**src/logic/saeic_pkg.sv**
```systemverilog
// Constants shared by the sleep and external interrupt control logic.
package saeic_pkg;
   // Register indices; the byte address is four times the index.
   localparam logic [7:0] IDX_MCU_CONTROL = 8'h35;
   localparam logic [7:0] IDX_AUX_CONTROL = 8'h36;
   localparam logic [7:0] IDX_STATUS      = 8'h37;
   // Control register field positions.
   localparam int SLEEP_ARM_BIT  = 6;
   localparam int SLEEP_SEL_HI   = 5;
   localparam int SLEEP_SEL_LO   = 4;
   localparam int EXT_IRQ_PIN_B_SENSE_HI  = 3;
   localparam int EXT_IRQ_PIN_B_SENSE_LO  = 2;
   localparam int EXT_IRQ_PIN_A_SENSE_HI  = 1;
   localparam int EXT_IRQ_PIN_A_SENSE_LO  = 0;
   localparam logic [6:0] MCU_CONTROL_RESET = 7'h00;
   // Auxiliary control field positions.
   localparam int AUX_GIE_BIT      = 0;
   localparam int AUX_MASK_A_BIT   = 1;
   localparam int AUX_MASK_B_BIT   = 2;
   localparam int AUX_COMP_DIS_BIT = 3;
   localparam int AUX_ASYNC_BIT    = 4;
   localparam int AUX_T2_OVF_BIT   = 5;
   localparam int AUX_T2_CMP_BIT   = 6;
   localparam logic [6:0] AUX_CONTROL_RESET = 7'h00;
   // Status field positions.
   localparam int ST_SLEEPING_BIT = 0;
   localparam int ST_STARTUP_BIT  = 1;
   localparam int ST_REQ_A_BIT    = 2;
   localparam int ST_REQ_B_BIT    = 3;
   localparam int ST_HOLD_BIT     = 4;
   // Sleep select encodings.
   localparam logic [1:0] SLEEP_IDLE  = 2'h0;
   localparam logic [1:0] SLEEP_RSVD  = 2'h1;
   localparam logic [1:0] SLEEP_PDOWN = 2'h2;
   localparam logic [1:0] SLEEP_PSAVE = 2'h3;
   // Pin sense encodings.
   localparam logic [1:0] SENSE_LOW  = 2'h0;
   localparam logic [1:0] SENSE_RSVD = 2'h1;
   localparam logic [1:0] SENSE_FALL = 2'h2;
   localparam logic [1:0] SENSE_RISE = 2'h3;
   // Instructions that run before flags become visible after power save.
   localparam logic [1:0] HOLD_EXT_INSTR   = 2'h2;
   localparam logic [1:0] HOLD_TIMER_INSTR = 2'h3;
   // Start-up delay after power-down, equal to the reset delay period.
   localparam int CLK_PERIOD_NS  = 25;
   localparam int RESET_DELAY_NS = 100000;
   localparam int STARTUP_CYCLES_I = (RESET_DELAY_NS + CLK_PERIOD_NS - 1) / CLK_PERIOD_NS;
   localparam logic [11:0] STARTUP_CYCLES = STARTUP_CYCLES_I[11:0];
   // Power state of the controller.
   typedef enum logic [2:0] {
      ST_RUN, ST_IDLE, ST_PDOWN, ST_PSAVE, ST_STARTUP
   } saeic_state_t;
endpackage

```
**src/logic/saeic_top.sv**
```systemverilog
// Sleep mode control and external interrupt sensing with an Avalon-MM slave.
//
// Local design decision: the Avalon-MM slave port.
`timescale 1ns/1ps
module saeic_top (
   // Clock and reset.
   input  wire logic        CLK,
   input  wire logic        RESET,
   // Avalon-MM slave.
   input  wire logic [9:0]  ADDRESS,
   input  wire logic [3:0]  BYTEENABLE,
   input  wire logic        READ,
   input  wire logic        WRITE,
   input  wire logic [31:0] WRITEDATA,
   output logic [31:0]      READDATA,
   output logic             WAITREQUEST,
   // Core handshake.
   input  wire logic        HALT_EXEC,
   input  wire logic        INSTR_DONE,
   input  wire logic        IRQ_ACK_A,
   input  wire logic        IRQ_ACK_B,
   // Wake sources.
   input  wire logic        EXT_IRQ_PIN_A,
   input  wire logic        EXT_IRQ_PIN_B,
   input  wire logic        INT_IRQ_PEND,
   input  wire logic        COMP_IRQ,
   input  wire logic        T2_OVF_IRQ,
   input  wire logic        T2_CMP_IRQ,
   // Interrupt requests to the core.
   output logic             IRQ_TAKE_A,
   output logic             IRQ_TAKE_B,
   // Clock and power controls.
   output logic             CPU_CLK_EN,
   output logic             PERIPH_CLK_EN,
   output logic             OSC_EN,
   output logic             COMP_PWR_EN,
   output logic             T2_ASYNC_RUN
);
   ////////////////////////////////////////////////////////////////////////////////
   // Declarations.
   saeic_pkg::saeic_state_t state;       // Present power state.
   saeic_pkg::saeic_state_t next_state;  // Next power state.
   logic [6:0]  mcu_control;             // Sleep and sense control bits.
   logic [6:0]  aux_control;             // Enables and masks mirrored here.
   logic        ack;                     // Bus answer cycle.
   logic [11:0] start_cnt;               // Start-up delay countdown.
   logic [11:0] next_start_cnt;          // Next countdown value.
   logic [1:0]  hold_cnt;                // Instructions left with flags hidden.
   logic        from_psave;              // Start-up began in power save.
   logic        by_timer;                // Power save wake came from the timer.
   logic        req_a;                   // Raw request of the first pin.
   logic        req_b;                   // Raw request of the second pin.
   logic        lvl_a;                   // Synchronised first pin.
   logic        lvl_b;                   // Synchronised second pin.
   wire [7:0]   idx_ctrl  = saeic_pkg::IDX_MCU_CONTROL;  // Control register index.
   wire [7:0]   idx_aux   = saeic_pkg::IDX_AUX_CONTROL;  // Auxiliary register index.
   wire [7:0]   idx_stat  = saeic_pkg::IDX_STATUS;       // Status register index.
   wire         bus_req   = READ | WRITE;
   wire         sel_ctrl  = ADDRESS == {idx_ctrl, 2'h0};
   wire         sel_aux   = ADDRESS == {idx_aux, 2'h0};
   wire         sel_stat  = ADDRESS == {idx_stat, 2'h0};
   wire         wr_ok     = WRITE & ack & BYTEENABLE[0];
   // Control fields.
   wire         sleep_arm = mcu_control[saeic_pkg::SLEEP_ARM_BIT];
   wire [1:0]   sleep_sel = {mcu_control[saeic_pkg::SLEEP_SEL_HI],
                             mcu_control[saeic_pkg::SLEEP_SEL_LO]};
   wire [1:0]   sense_b   = {mcu_control[saeic_pkg::EXT_IRQ_PIN_B_SENSE_HI],
                             mcu_control[saeic_pkg::EXT_IRQ_PIN_B_SENSE_LO]};
   wire [1:0]   sense_a   = {mcu_control[saeic_pkg::EXT_IRQ_PIN_A_SENSE_HI],
                             mcu_control[saeic_pkg::EXT_IRQ_PIN_A_SENSE_LO]};
   wire         gie       = aux_control[saeic_pkg::AUX_GIE_BIT];
   wire         mask_a    = aux_control[saeic_pkg::AUX_MASK_A_BIT];
   wire         mask_b    = aux_control[saeic_pkg::AUX_MASK_B_BIT];
   wire         comp_dis  = aux_control[saeic_pkg::AUX_COMP_DIS_BIT];
   wire         async_sel = aux_control[saeic_pkg::AUX_ASYNC_BIT];
   wire         t2_ovf_en = aux_control[saeic_pkg::AUX_T2_OVF_BIT];
   wire         t2_cmp_en = aux_control[saeic_pkg::AUX_T2_CMP_BIT];

   ////////////////////////////////////////////////////////////////////////////////
   // Pin sensing.

   saeic_pin_sense u_pin_a (
      .clk   (CLK),
      .reset (RESET),
      .pin   (EXT_IRQ_PIN_A),
      .sense (sense_a),
      .ack   (IRQ_ACK_A),
      .req   (req_a),
      .level (lvl_a)
   );

   saeic_pin_sense u_pin_b (
      .clk   (CLK),
      .reset (RESET),
      .pin   (EXT_IRQ_PIN_B),
      .sense (sense_b),
      .ack   (IRQ_ACK_B),
      .req   (req_b),
      .level (lvl_b)
   );

   ////////////////////////////////////////////////////////////////////////////////
   // Wake and take decisions.

   wire en_a     = req_a & gie & mask_a;
   wire en_b     = req_b & gie & mask_b;
   wire lvl_en_a = en_a & (sense_a == saeic_pkg::SENSE_LOW);
   wire lvl_en_b = en_b & (sense_b == saeic_pkg::SENSE_LOW);
   wire comp_wake = COMP_IRQ & ~comp_dis;
   wire wake_idle = en_a | en_b | INT_IRQ_PEND | comp_wake;
   wire wake_pd   = lvl_en_a | lvl_en_b;
   wire timer_wake = async_sel & ((T2_OVF_IRQ & t2_ovf_en) | (T2_CMP_IRQ & t2_cmp_en));
   wire wake_ps   = wake_pd | timer_wake;
   wire hold      = hold_cnt != 2'h0;
   wire start_done = start_cnt == 12'h000;

   assign IRQ_TAKE_A = (state == saeic_pkg::ST_RUN) & en_a & ~hold;
   assign IRQ_TAKE_B = (state == saeic_pkg::ST_RUN) & en_b & ~hold;

   ////////////////////////////////////////////////////////////////////////////////
   // Power state machine.

   // Next state and start-up countdown.
   always_comb begin
      next_state     = state;
      next_start_cnt = start_cnt;
      case (state)
         saeic_pkg::ST_RUN: begin
            if (HALT_EXEC && sleep_arm) begin
               case (sleep_sel)
                  saeic_pkg::SLEEP_IDLE:  next_state = saeic_pkg::ST_IDLE;
                  saeic_pkg::SLEEP_PDOWN: next_state = saeic_pkg::ST_PDOWN;
                  saeic_pkg::SLEEP_PSAVE: next_state = saeic_pkg::ST_PSAVE;
                  default:                next_state = saeic_pkg::ST_RUN;
               endcase
            end
         end
         saeic_pkg::ST_IDLE: begin
            if (wake_idle) begin
               next_state = saeic_pkg::ST_RUN;
            end
         end
         saeic_pkg::ST_PDOWN: begin
            if (wake_pd) begin
               next_state     = saeic_pkg::ST_STARTUP;
               next_start_cnt = saeic_pkg::STARTUP_CYCLES;
            end
         end
         saeic_pkg::ST_PSAVE: begin
            if (wake_ps) begin
               next_state     = saeic_pkg::ST_STARTUP;
               next_start_cnt = saeic_pkg::STARTUP_CYCLES;
            end
         end
         saeic_pkg::ST_STARTUP: begin
            if (start_done) begin
               next_state = saeic_pkg::ST_RUN;
            end else begin
               next_start_cnt = start_cnt - 12'h001;
            end
         end
         default: begin
            next_state = saeic_pkg::ST_RUN;
         end
      endcase
   end

   always_ff @(posedge CLK or posedge RESET) begin
      if (RESET) begin
         state     <= saeic_pkg::ST_RUN;
         start_cnt <= 12'h000;
      end else begin
         state     <= next_state;
         start_cnt <= next_start_cnt;
      end
   end

   // Remember where start-up began and what woke power save.
   always_ff @(posedge CLK or posedge RESET) begin
      if (RESET) begin
         from_psave <= 1'b0;
         by_timer   <= 1'b0;
      end else if (state == saeic_pkg::ST_PSAVE && wake_ps) begin
         from_psave <= 1'b1;
         by_timer   <= timer_wake & ~wake_pd;
      end else if (state == saeic_pkg::ST_PDOWN && wake_pd) begin
         from_psave <= 1'b0;
         by_timer   <= 1'b0;
      end
   end

   always_ff @(posedge CLK or posedge RESET) begin
      if (RESET) begin
         hold_cnt <= 2'h0;
      end else if (state == saeic_pkg::ST_STARTUP && start_done && from_psave) begin
         hold_cnt <= by_timer ? saeic_pkg::HOLD_TIMER_INSTR : saeic_pkg::HOLD_EXT_INSTR;
      end else if (INSTR_DONE && hold) begin
         hold_cnt <= hold_cnt - 2'h1;
      end
   end

   assign CPU_CLK_EN    = state == saeic_pkg::ST_RUN;
   assign PERIPH_CLK_EN = (state == saeic_pkg::ST_RUN) | (state == saeic_pkg::ST_IDLE);
   assign OSC_EN        = (state != saeic_pkg::ST_PDOWN) & (state != saeic_pkg::ST_PSAVE);
   assign COMP_PWR_EN   = ~comp_dis;
   assign T2_ASYNC_RUN  = async_sel & ((state == saeic_pkg::ST_PSAVE) | OSC_EN);

   ////////////////////////////////////////////////////////////////////////////////
   // Avalon-MM slave.

   // One wait cycle, then the answer cycle.
   assign WAITREQUEST = bus_req & ~ack;

   // Answer cycle marker.
   always_ff @(posedge CLK or posedge RESET) begin
      if (RESET) begin
         ack <= 1'b0;
      end else begin
         ack <= bus_req & ~ack;
      end
   end

   always_ff @(posedge CLK or posedge RESET) begin
      if (RESET) begin
         mcu_control <= saeic_pkg::MCU_CONTROL_RESET;
         aux_control <= saeic_pkg::AUX_CONTROL_RESET;
      end else if (wr_ok && sel_ctrl) begin
         mcu_control <= WRITEDATA[6:0];
      end else if (wr_ok && sel_aux) begin
         aux_control <= WRITEDATA[6:0];
      end
   end

   // Status word shown to software.
   wire [4:0] status_word = {hold,
                             req_b & ~hold,
                             req_a & ~hold,
                             state == saeic_pkg::ST_STARTUP,
                             ~CPU_CLK_EN};
   wire [31:0] rd_mux = sel_ctrl ? {25'h0000000, mcu_control} :
                        sel_aux  ? {25'h0000000, aux_control} :
                        sel_stat ? {27'h0000000, status_word} : 32'h00000000;

   // Read data loaded as the answer cycle starts.
   always_ff @(posedge CLK or posedge RESET) begin
      if (RESET) begin
         READDATA <= 32'h00000000;
      end else if (READ && !ack) begin
         READDATA <= rd_mux;
      end
   end

   ////////////////////////////////////////////////////////////////////////////////
   // Checks.
   a_sleep_arm: assert property (@(posedge CLK) disable iff (RESET)
      state == saeic_pkg::ST_RUN && HALT_EXEC && !sleep_arm |=> state == saeic_pkg::ST_RUN)
      else $error("halt slept without arm");
   a_sleep_select: assert property (@(posedge CLK) disable iff (RESET)
      state == saeic_pkg::ST_RUN && HALT_EXEC && sleep_arm &&
      sleep_sel == saeic_pkg::SLEEP_PDOWN |=> state == saeic_pkg::ST_PDOWN && !OSC_EN)
      else $error("power-down not entered");
   a_rsvd_sleep: assert property (@(posedge CLK) disable iff (RESET)
      state == saeic_pkg::ST_RUN && HALT_EXEC && sleep_sel == saeic_pkg::SLEEP_RSVD
      |=> CPU_CLK_EN)
      else $error("reserved select slept");
   a_take_masked: assert property (@(posedge CLK) disable iff (RESET)
      (IRQ_TAKE_A || IRQ_TAKE_B) |-> gie && (!IRQ_TAKE_A || mask_a) && (!IRQ_TAKE_B || mask_b))
      else $error("interrupt taken while masked");
   a_idle_wake: assert property (@(posedge CLK) disable iff (RESET)
      state == saeic_pkg::ST_IDLE && wake_idle |=> CPU_CLK_EN)
      else $error("idle wake delayed");
   a_idle_clocks: assert property (@(posedge CLK) disable iff (RESET)
      state == saeic_pkg::ST_IDLE |-> !CPU_CLK_EN && PERIPH_CLK_EN && OSC_EN)
      else $error("idle clocks wrong");
   a_startup_wait: assert property (@(posedge CLK) disable iff (RESET)
      state == saeic_pkg::ST_STARTUP && !start_done |=> !CPU_CLK_EN)
      else $error("start-up cut short");
   a_timer_wake: assert property (@(posedge CLK) disable iff (RESET)
      state == saeic_pkg::ST_PSAVE && timer_wake && !gie
      |=> state == saeic_pkg::ST_STARTUP && start_cnt == saeic_pkg::STARTUP_CYCLES)
      else $error("timer did not wake power save");
   a_hold_flags: assert property (@(posedge CLK) disable iff (RESET)
      $rose(CPU_CLK_EN) && from_psave |-> hold ##0 !IRQ_TAKE_A && !IRQ_TAKE_B)
      else $error("flags visible too early");
   a_ctrl_bit7: assert property (@(posedge CLK) disable iff (RESET)
      READ && ack |-> READDATA[31:7] == 25'h0000000)
      else $error("reserved read bits not zero");
   c_idle_cycle: cover property (@(posedge CLK) disable iff (RESET)
      state == saeic_pkg::ST_IDLE ##1 state == saeic_pkg::ST_RUN);
   c_pdown_wake: cover property (@(posedge CLK) disable iff (RESET)
      state == saeic_pkg::ST_STARTUP && start_done && !from_psave);
   c_psave_timer: cover property (@(posedge CLK) disable iff (RESET)
      state == saeic_pkg::ST_PSAVE && timer_wake);
   c_take_a: cover property (@(posedge CLK) disable iff (RESET) IRQ_TAKE_A);
endmodule

```
**src/logic/saeic_pin_sense.sv**
```systemverilog
// One external interrupt pin: synchroniser, edge detector and request flag.
`timescale 1ns/1ps
module saeic_pin_sense (
   // Clock and reset.
   input  wire logic       clk,
   input  wire logic       reset,
   // Raw pin and its sense mode.
   input  wire logic       pin,
   input  wire logic [1:0] sense,
   // Acknowledge from vectoring, clears an edge request.
   input  wire logic       ack,
   // Request and synchronised pin level.
   output logic            req,
   output logic            level
);
   logic sync1;   // First synchroniser stage, read only by sync2.
   logic sync2;   // Second synchroniser stage.
   logic prev;    // Previous synchronised level for edge detection.
   logic flag;    // Sticky edge request.
   logic fall;    // Falling edge seen this cycle.
   logic rise;    // Rising edge seen this cycle.
   logic edge_hit; // Edge matching the selected mode.

   assign fall     = prev & ~sync2;
   assign rise     = ~prev & sync2;
   assign edge_hit = ((sense == saeic_pkg::SENSE_FALL) & fall) |
                     ((sense == saeic_pkg::SENSE_RISE) & rise);

   // Pin sampled by two flip-flops, then a third for the previous value.
   always_ff @(posedge clk or posedge reset) begin
      if (reset) begin
         sync1 <= 1'b1;
         sync2 <= 1'b1;
         prev  <= 1'b1;
      end else begin
         sync1 <= pin;
         sync2 <= sync1;
         prev  <= sync2;
      end
   end

   // Edge flag; a new edge wins over a clear in the same cycle.
   always_ff @(posedge clk or posedge reset) begin
      if (reset) begin
         flag <= 1'b0;
      end else if (edge_hit) begin
         flag <= 1'b1;
      end else if (ack || sense == saeic_pkg::SENSE_LOW) begin
         flag <= 1'b0;
      end
   end

   assign req   = (sense == saeic_pkg::SENSE_LOW)  ? ~sync2 :
                  (sense == saeic_pkg::SENSE_RSVD) ? 1'b0   : flag;
   assign level = sync2;

   a_edge_detect: assert property (@(posedge clk) disable iff (reset)
      (sense == saeic_pkg::SENSE_FALL) && fall |=>
      (sense != saeic_pkg::SENSE_FALL) || req)
      else $error("falling edge gave no request");
   a_rsvd_sense: assert property (@(posedge clk) disable iff (reset)
      sense == saeic_pkg::SENSE_RSVD |-> !req)
      else $error("reserved sense raised a request");
   a_level_req: assert property (@(posedge clk) disable iff (reset)
      sense == saeic_pkg::SENSE_LOW && !sync2 |-> req)
      else $error("low level without request");
   c_edge_seen: cover property (@(posedge clk) disable iff (reset)
      (sense == saeic_pkg::SENSE_RISE) && rise ##1 req);
endmodule

```
**config.mk**
```make
export PLATFORM = sky130hd
export DESIGN_NAME = saeic_top
export DESIGN_NICKNAME = d
export VERILOG_FILES = /design/src/logic/saeic_pkg.sv /design/src/logic/saeic_top.sv /design/src/logic/saeic_pin_sense.sv
export SDC_FILE = /design/constraint.sdc
export NUM_CORES = 1
export LEC_CHECK = 0
export BUFFER_PORTS_ARGS = -buffer_cell sky130_fd_sc_hd__buf_4
export CAP_MARGIN = 10
export CORE_MARGIN = 2
export CORE_UTILIZATION = 49
export CTS_CLUSTER_DIAMETER = 40
export CTS_CLUSTER_SIZE = 20
export DETAILED_ROUTE_END_ITERATION = 6
export PLACE_DENSITY = 0.8
export SYNTH_ARGS = -nofsm -noshare
export SYNTH_HDL_FRONTEND = slang
export SYNTH_SLANG_ARGS = --single-unit
```
**constraint.sdc**
```tcl
create_clock -name CLK -period 2 [get_ports CLK]
set_input_delay 0.2 -clock CLK [delete_from_list [all_inputs] [get_ports CLK]]
set_output_delay 0.2 -clock CLK [all_outputs]
set_load 0.1 [all_outputs]
```
==> impl_metrics.csv, run 1 <==
group,metric,value,unit
yosys,synth_edf_count,0,
place,place.gp.congestion,0.8453,
die,num_rows,27,
sta,hold_violations,0,
die,start_util,50.05,%
setup_path,r2r_setup_slack,0.10,ns
drt,initialDrtViolationCount,129,
setup_path,crit_fanout,6,
yosys,synthFlopType,"dfrtp_1",
layout,instances_no_fill,408,
setup_path,crit_required,2.19,ns
global_routing,grtUsageTotal,19.98,%
sta,fin_ws,0.1011,ns
clocking,cts_buffers,5,
global_routing,grt_pass1_wl,9.673,mm
layout,finalInstanceArea,3301,um^2
setup_path,cpPeakStageDelay,0.49,ns
power_and_ir_drop,p_leak,1.558,nW
sta,clock_skew,0.006202,ns
setup_path,arrival,2.09,ns
yosys,synthCells,269,
clocking,cts_tree,"built",
drt,wl_per_cell,14.15,um
die,core-area,5405,um^2
setup_path,critPathCaptureType,"flip-flop",
sta,min_period_over_period,94.95,%
clocking,cts-root-buf,"clkbuf_8",
place,dp_cells,396,
clocking,clkLatencyLatePin,0.31,ns
layout,antenna_cells,0,
drt,vias,2187,
run_status,status,"finished clean",
setup_path,worst_path_max_delay_cell,"a2111oi_4",
layout,drive_gt1_share,34.52,%
setup_path,path_cells,"nor3b_2 -> o2111ai_2 -> a2111oi_4 -> and4_1 -> o21ai_1",
yosys,yosysSeqAreaShare,45.61,%
setup_path,critPathBufInv,0,
setup_path,worstSetupStartpointType,"flip-flop",
layout,areaGrowthSynthToFinish,22.02,%
layout,fin_nets,399,
sta,min_period,1.899,ns
layout,final_core_util,61.06,%
sta,grt_setup_unrepaired,"yes",
yosys,syn-mean-instance-area,10.06,um^2
die,die_y,78.30,um
die,die_w,78.30,um
place,place_area,3148,um^2
sta,drv_slew,0,
power_and_ir_drop,total_power,0.002521,W
clocking,path_clk_slew,0.09,ns
global_routing,antenna_found_initial,0,
yosys,ys_async_sr_fraction,100.0,%
clocking,cts.htree.levels,2,
power_and_ir_drop,ir_drop,0.4978,mV
die,ios,100,
drt,drc,0,
place,hpwl,4.426,mm
yosys,synth.cell_area,2705,um^2
place,placement.io_buffers,46,
setup_path,worst-setup-path-type,"flip-flop to flip-flop",
clocking,cts.sinks,49,
yosys,ys_ff_latch,49,
global_routing,grt_pass1_vias,2131,
power_and_ir_drop,powerDensity,763.8,nW/um^2
sta,max_freq,526.6,MHz
sta,setup_viol,0,
place,dp_slack,0.06726,ns
global_routing,grt_max_degree,21,
min_path,hp-class,"primary input to flip-flop",
drt,via_per_inst,5.360,
global_routing,grt_overflow,0,
die,die_area,6131,um^2
drt,wirelength,5.775,mm
setup_path,crit_family,"compound AO/OA/AOI/OAI gates",
drt,ant_nets,0,
yosys,yosysWarnings,0,
yosys,yosysUniqueCellTypes,55,
drt,dr.pass1.iters,4,
clocking,clockBufferDepth,2,
run,maxCapViolCount,0,
-- flip-flops by register name, summed over array words and instances, names as in the netlist, 2 cells and up --
signal and flops:
start_cnt 12, hold_cnt 2, aux_control 7, READDATA 7, state 3, mcu_control 7
-- cells in the final DEF, fill, tap and decap left out, drive strengths merged, types with 3 or more instances in the layout --
master       netlist  routed
conb               1      25
o31ai              4       4
dfrtp             43      43
and4               3       3
dlygate4sd3        0       3
a22oi              6       6
or3                6       6
a21oi              9       9
nor2b              4       4
nor3               5       5
nor2              16      16
buf               27      62
o21ai             21      21
nand2b             5       5
nand2             26      26
mux2              16      16
dfstp              6       6
ha                 4       4
and3               4       4
clkbuf             3       5
nand3              9       9
inv               12      13
o22ai              3       3
nor4b              4       4
-- where the power goes --
| group | total (W) | internal (W) | switching (W) |
|---|---|---|---|
| logic | 0.000812 | 0.000236 | 0.000577 |
| clock network | 0.000593 | 0.000248 | 0.000344 |
| registers | 0.00112 | 0.00106 | 0.0000549 |
-- kinds of logic after synthesis --
| family | count (synthesis) | synth area share (%) |
|---|---|---|
| other | 1 | 0.1386 |
| XOR/XNOR | 1 | 0.3238 |
| flip-flops | 49 | 45.61 |
| AND/OR/NAND/NOR | 93 | 19.06 |
| buffers and inverters | 42 | 9.620 |
| adder cells (fa/ha/maj) | 4 | 1.850 |
| AO/OA/AOI/OAI | 61 | 16.00 |
| multiplexers | 18 | 7.400 |
-- per-stage QoR --
step | hold WS (ns) | TNS [ns]
detailed placement | 0.1861 | 0
floorplan | 0.2045 | -0.5924
global route | 0.1164 | -0.1073
CTS | 0.1214 | 0
global placement | 0.1807 | 0
finish | 0.1250 | 0
-- path summary, 6_finish.rpt --
check | to | cells after the start | startpoint
worst max-delay path | start_cnt[9] | 5 | state[2]
max in group asynchronous | state[1] | 4 | RESET
worst min-delay path | aux_control[2] | 2 | WRITEDATA[2]
min in group asynchronous | start_cnt[9] | 3 | RESET
worst min register to register | u_pin_b.level | 0 | u_pin_b.sync1
worst max register to register | start_cnt[9] | 5 | state[2]
-- Yosys cell counts, drive strengths merged (2+ instances only) --
library cell  instances  share of area [%]
nand2b                5                1.2
clkbuf                3               0.42
nand3                 9                1.7
dfstp                 6                5.8
or4                   2               0.69
nand2                26                3.6
or3                   6                1.4
a21boi                2               0.55
nor2b                 4               0.92
inv                  12                1.7
buf                  27                7.5
or2                   2               0.46
a22oi                 6                1.7
o22ai                 3               0.69
nor4b                 4                1.8
ha                    4                1.9
a21oi                 9                1.7
mux2i                 2               0.74
o2111a                2               0.83
o41ai                 2               0.65
o21ai                21                4.2
nor3                  5               0.92
dfrtp                43                 40
nor2                 16                2.3
and3                  4                1.1
mux2                 16                6.7
o31ai                 4                1.1
and4                  3               0.97
o211ai                2               0.55
a31oi                 2               0.46
nand4                 2               0.46
nand4b                2               0.65
-- layer usage --
layer / global-route usage, % / part of all wire, % / up-vias
li1: - / - / 1057
met1: 24.40 / 41 / 1048
met2: 36.47 / 52 / 76
met3: 4.023 / 5.4 / 6
met4: 4.211 / 0.83 / 0
met5: 0 / 0 / -
-- final cells by class --
cell class | count | area (um^2)
repair buffers | 65 | 495.5
fillers | 475 | 2105
clock inverters | 3 | 21.27
inverters | 12 | 45.04
well taps | 72 | 90.09
clock buffers | 5 | 68.82
flip-flops and latches | 49 | 1235
multi-input cells | 202 | 1345
-- repair_timing --
action                     in CTS  in global routing
hold endpoints to repair       15                  0
setup endpoints to repair       0                 15
hold buffers                    3                  0
buffers inserted                0                  1
resized for setup               0                  6
Note: power is estimated with default switching activity, not from simulation.
==> run 2: changes to the inputs <==
--- a/config.mk
+++ b/config.mk
@@ -7,12 +7,12 @@
 export LEC_CHECK = 0
 export BUFFER_PORTS_ARGS = -buffer_cell sky130_fd_sc_hd__buf_4
 export CAP_MARGIN = 10
-export CORE_MARGIN = 2
 export CORE_UTILIZATION = 49
 export CTS_CLUSTER_DIAMETER = 40
 export CTS_CLUSTER_SIZE = 20
 export DETAILED_ROUTE_END_ITERATION = 6
 export PLACE_DENSITY = 0.8
+export RECOVER_POWER = 25
 export SYNTH_ARGS = -nofsm -noshare
 export SYNTH_HDL_FRONTEND = slang
 export SYNTH_SLANG_ARGS = --single-unit
==> impl_metrics.csv, run 2 (synthesis gave the netlist of run 1 again) <==
group,metric,value,unit
run_status,status,"finished clean",
setup_path,worstSetupStartpointType,"flip-flop",
sta,min_period_over_period,94.16,%
setup_path,arrival,2.06,ns
drt,wirelength,5.659,mm
clocking,cts_buffers,5,
drt,drc,0,
setup_path,cpPeakStageDelay,0.48,ns
die,core-area,5205,um^2
global_routing,grtUsageTotal,21.20,%
sta,max_freq,531.0,MHz
sta,hold_ws,0.1332,ns
run,maxCapViolCount,0,
power_and_ir_drop,switching_share,38.71,%
clocking,clockBufferDepth,2,
power_and_ir_drop,p_leak,1.530,nW
place,dp_cells,391,
setup_path,crit_path_start,"state[1]",
setup_path,critPathCaptureType,"flip-flop",
sta,relSlewSlack,36.42,%
setup_path,worst_path_max_delay_cell,"a2111oi_4",
die,num_rows,26,
setup_path,crit_end,"start_cnt[11]",
layout,largest_reg_flops,12,
min_path,hp-class,"primary input to flip-flop",
drt,ant_nets,0,
sta,hold_violations,0,
power_and_ir_drop,p_int,0.001524,W
drt,wl_per_cell,14.08,um
clocking,cts-root-buf,"clkbuf_8",
setup_path,r2r_setup_slack,0.12,ns
die,die_w,76.30,um
layout,multi_input_area,1360,um^2
die,ios,100,
setup_path,crit_required,2.18,ns
die,start_util,51.97,%
clocking,cts.htree.levels,2,
sta,tightest_slew,0.9526,ns
layout,seqCellArea,1235,um^2
clocking,post_cts_buffers,0,
layout,regMostFlops,"start_cnt",
layout,fin_nets,395,
clocking,path_clk_slew,0.09,ns
setup_path,r2r.worst_path.cells,6,
power_and_ir_drop,ir_drop,0.4236,mV
sta,clock_skew,0.009529,ns
setup_path,r2r_end,"start_cnt[11]",
place,placement.io_buffers,46,
die,die_y,76.30,um
drt,initialDrtViolationCount,122,
layout,areaGrowthSynthToFinish,21.28,%
layout,mostFrequentLayoutCell,"buf_4",
power_and_ir_drop,powerDensity,758.0,nW/um^2
setup_path,crit_fanout,9,
place,hpwl,4.332,mm
global_routing,grt_pass1_wl,9.873,mm
sta,grt_setup_unrepaired,"no",
clocking,cts.sinks,49,
layout,instances_no_fill,402,
global_routing,antenna_found_initial,0,
place,dp_slack,0.0001414,ns
setup_path,reg2reg_from,"state[1]",
layout,drive_gt1_share,32.53,%
global_routing,grt_pass1_vias,2154,
drt,vias,2151,
setup_path,path_cells,"nor2b_1 -> buf_4 -> nor2_2 -> a2111oi_4 -> and4_1 -> o21ai_1",
layout,antenna_cells,0,
sta,min_period,1.883,ns
drt,via_per_inst,5.351,
power_and_ir_drop,seqPwrFrac,45.1,%
drt,dr.pass1.iters,4,
layout,mostFrequentLayoutCells,"buf_4 (55), dfrtp_1 (42), nand2_1 (25), conb_1 (25)",
power_and_ir_drop,switchingPower,0.0009626,W
layout,fillers,438,
power_and_ir_drop,comb_power_share,32.1,%
die,die_area,5822,um^2
setup_path,worst-setup-path-type,"flip-flop to flip-flop",
clocking,cts_tree,"built",
global_routing,grt_overflow,0,
sta,fin_ws,0.1169,ns
sta,setup_viol,0,
layout,final_core_util,63.03,%
power_and_ir_drop,clkPwrFrac,22.8,%
place,place.gp.congestion,0.8288,
sta,drv_slew,0,
global_routing,grt_max_degree,26,
clocking,clkLatencyLatePin,0.30,ns
==> run 2: worst min-delay path by stage <==
stage / slack, ns / cells after the start / end / start
after floorplan: 0.20 / 0 / u_pin_a.sync1 / EXT_IRQ_PIN_A
after global placement: 0.28 / 2 / READDATA[3] / RESET
after detailed placement: 0.29 / 2 / READDATA[2] / RESET
after CTS: 0.13 / 2 / aux_control[4] / WRITEDATA[4]
after global routing: 0.13 / 2 / mcu_control[5] / WRITEDATA[5]
final: 0.13 / 2 / aux_control[4] / WRITEDATA[4]
==> run 2: per-layer routing <==
layer	up-vias	wire length, um	global-route usage, %
met5	-	0	0
met1	1022	2570	27.96
met4	0	34	5.962
met2	67	2813	35.77
li1	1058	-	-
met3	4	239	3.713
==> run 2: area by class of cell <==
| type | instances | area share, % |
|---|---|---|
| timing repair buffer | 61 | 14.19 |
| inverter | 12 | 1.373 |
| clock inverter | 2 | 0.4577 |
| multi-input combinational | 202 | 41.46 |
| tap | 70 | 2.670 |
| clock buffer | 6 | 2.212 |
| sequential | 49 | 37.64 |
==> run 2: repair_timing <==
item / in CTS / in global routing
hold buffers: 3 / 0
endpoints found under the hold margin: 25 / 0
gates resized for setup: 1 / 7
pin swaps: 0 / 1
setup endpoints to repair: 1 / 12
==> run 2: per-stage QoR <==
stage	cell area, um^2	power [W]	TNS (ns)
after detailed placement	3123	0.001925	0
after global placement	3123	0.001898	0
after global routing	3281	0.002616	0
final	3281	0.002487	0
after floorplan	2815	0.001790	-0.5924
after CTS	3246	0.002504	0
==> run 2: power groups by stage <==
stage          clock (W)  combinational (W)  sequential [W]
2_1_floorplan          0           0.000663         0.00113
5_1_grt         0.000624           0.000861         0.00113
4_1_cts         0.000591           0.000794         0.00112
3_5_place_dp           0           0.000786         0.00114
3_3_place_gp           0           0.000763         0.00114
6_report        0.000568           0.000798         0.00112
==> run 2: worst max-delay path: cells and delay by family, from the launching register on <==
kind                   cells  cell delay (ns)
DFF                        1             0.43
buffers and inverters      1             0.21
AOI/OAI and AO/OA          2             0.54
and+or+nand+nor            3             0.56
==> run 3: changes to the inputs <==
==> constraint.sdc (replaced) <==
create_clock -name CLK -period 2 [get_ports CLK]
set_input_delay 0.5 -clock CLK [delete_from_list [all_inputs] [get_ports CLK]]
set_output_delay 0.5 -clock CLK [all_outputs]
set_load 0.1 [all_outputs]
==> impl_metrics.csv, run 3 (synthesis gave the netlist of run 1 again) <==
group,metric,value,unit
power_and_ir_drop,seqPwrFrac,43.7,%
power_and_ir_drop,switching_share,38.68,%
sta,min_period_over_period,100.9,%
drt,dr.pass1.iters,4,
setup_path,r2r.worst_path.cells,6,
die,core-area,5205,um^2
die,start_util,51.97,%
sta,max_freq,495.6,MHz
run_status,status,"finished with violations",
power_and_ir_drop,ir_drop,0.4266,mV
setup_path,arrival,1.52,ns
place,place_area,3168,um^2
clocking,clkLatencyLatePin,0.31,ns
setup_path,worstSetupStartpointType,"flip-flop",
clocking,cts_buffers,5,
clocking,cts.sinks,49,
sta,grt_setup_unrepaired,"yes",
clocking,clockBufferDepth,2,
drt,ant_nets,0,
setup_path,r2r_setup_slack,0.07,ns
die,die_area,5822,um^2
run,maxCapViolCount,0,
clocking,cts.htree.levels,2,
die,num_rows,26,
layout,drive_gt1_share,37.28,%
clocking,cts_tree,"built",
sta,setup_viol,2,
setup_path,crit_path_start,"u_pin_b.level",
global_routing,grt_overflow,0,
die,ios,100,
die,die_w,76.30,um
sta,clock_skew,0.007176,ns
layout,mostFrequentLayoutCells,"buf_4 (59), dfrtp_1 (38), nand2_1 (25), conb_1 (25)",
clocking,path_clk_slew,0.09,ns
power_and_ir_drop,comb_power_share,33.3,%
layout,largest_reg_flops,12,
setup_path,reg2reg_from,"mcu_control[1]",
power_and_ir_drop,switchingPower,0.0009886,W
layout,antenna_cells,0,
global_routing,grt_max_degree,50,
run_status,violations,"negative setup slack",
setup_path,crit_fanout,3,
layout,regMostFlops,"start_cnt",
drt,drc,0,
die,die_y,76.30,um
clocking,holdBufCountCts,0,
power_and_ir_drop,total_power,0.002556,W
setup_path,critPathCaptureType,"primary output",
setup_path,worst-setup-path-type,"flip-flop to primary output",
power_and_ir_drop,clkPwrFrac,23.1,%
power_and_ir_drop,p_int,0.001567,W
setup_path,crit_end,"IRQ_TAKE_B",
layout,fin_nets,401,
sta,hold_violations,0,
clocking,cts-root-buf,"clkbuf_8",
global_routing,grt_pass1_vias,2091,
place,dp_slack,0.01117,ns
setup_path,crit_required,1.50,ns
place,hpwl,4.205,mm
drt,vias,2211,
sta,tightest_slew,1.194,ns
power_and_ir_drop,powerDensity,754.6,nW/um^2
place,placement.io_buffers,46,
power_and_ir_drop,p_leak,1.575,nW
sta,relSlewSlack,20.39,%
global_routing,grt_pass1_wl,9.680,mm
sta,min_period,2.018,ns
sta,drv_slew,0,
layout,finalInstanceArea,3387,um^2
drt,wl_per_cell,14.29,um
global_routing,grtUsageTotal,21.23,%
drt,initialDrtViolationCount,130,
layout,fillers,412,
min_path,hp-class,"primary input to flip-flop",
drt,via_per_inst,5.419,
global_routing,antenna_found_initial,0,
place,place.gp.congestion,0.8284,
layout,mostFrequentLayoutCell,"buf_4",
sta,fin_ws,-0.01759,ns
setup_path,r2r_end,"start_cnt[8]",
layout,areaGrowthSynthToFinish,25.21,%
drt,wirelength,5.832,mm
## run 3: cell count changes in the layout (fill, tap and decap cells not counted), moves of 2 or more
| cell | change |
|---|---|
| nor2_1 | -3 |
| buf_4 | +4 |
| dfstp_1 | -2 |
| dfrtp_2 | +4 |
| buf_12 | +4 |
| nor3_1 | +2 |
| nor2_2 | +3 |
| and3_2 | -2 |
| and3_4 | +2 |
| dfstp_2 | +2 |
| dlygate4sd3_1 | -3 |
| dfrtp_1 | -4 |
## run 3: worst min-delay path by stage
| stage | startpoint | end | slack [ns] | cells after the start |
|---|---|---|---|---|
| 6_report | EXT_IRQ_PIN_B | u_pin_b.sync1 | 0.29 | 1 |
| 5_1_grt | EXT_IRQ_PIN_B | u_pin_b.sync1 | 0.27 | 1 |
| 4_1_cts | RESET | READDATA[6] | 0.23 | 3 |
| 3_5_place_dp | u_pin_a.sync1 | u_pin_a.level | 0.35 | 0 |
| 3_3_place_gp | u_pin_b.sync1 | u_pin_b.level | 0.35 | 0 |
| 2_1_floorplan | u_pin_a.sync1 | u_pin_a.level | 0.35 | 0 |
## run 3: layout make-up
type | instances | area (um^2) | area share, %
Multi-Input combinational cell | 202 | 1373 | 40.52
Clock inverter | 2 | 16.27 | 0.4802
Clock buffer | 6 | 72.57 | 2.143
Tap cell | 70 | 87.58 | 2.586
Sequential cell | 49 | 1240 | 36.61
Timing Repair Buffer | 67 | 550.5 | 16.25
Inverter | 12 | 47.55 | 1.404
## run 3: repair_timing
| item | 4_1_cts | 5_1_grt |
|---|---|---|
| cloned | 0 | 0 |
| buffers inserted | 4 | 3 |
| endpoints found under the setup margin | 4 | 13 |
| pin swaps | 0 | 2 |
| resized for setup | 21 | 5 |
## run 3: worst max-delay path, stage by stage (launching register included)
cell and delay [ns]:
dfstp_2 0.55, nor2_2 0.05, o2111a_1 0.26, and3_4 0.19
buf_12 0.16
## run 3: power by group through the flow
stage          combinational [W]  sequential, W  clock [W]
2_1_floorplan           0.000678        0.00113          0
3_3_place_gp            0.000824        0.00113          0
3_5_place_dp            0.000837        0.00113          0
4_1_cts                 0.000854        0.00111   0.000599
5_1_grt                 0.000907        0.00113   0.000641
6_report                0.000850        0.00112   0.000589
## run 3: through the flow
step | hold slack (ns) | TNS [ns] | util [%] | cells
6_report | 0.2860 | -0.01828 | 65.07 | 408
5_1_grt | 0.2704 | -0.1159 | 65.07 | 408
4_1_cts | 0.2335 | -0.01913 | 64.42 | 405
3_5_place_dp | 0.3478 | 0 | 60.87 | 393
3_3_place_gp | 0.3459 | 0 | 60.87 | 393
2_1_floorplan | 0.3452 | -0.9266 | - | 293
## run 3: routing by layer
metal / track usage (%) / vias to the layer above / part of all wire [%]
met3: 5.030 / 5 / 4.1
met1: 26.42 / 1085 / 43
met5: 0 / - / 0
met2: 36.76 / 61 / 52
met4: 5.769 / 0 / 1.1
li1: - / 1060 / -
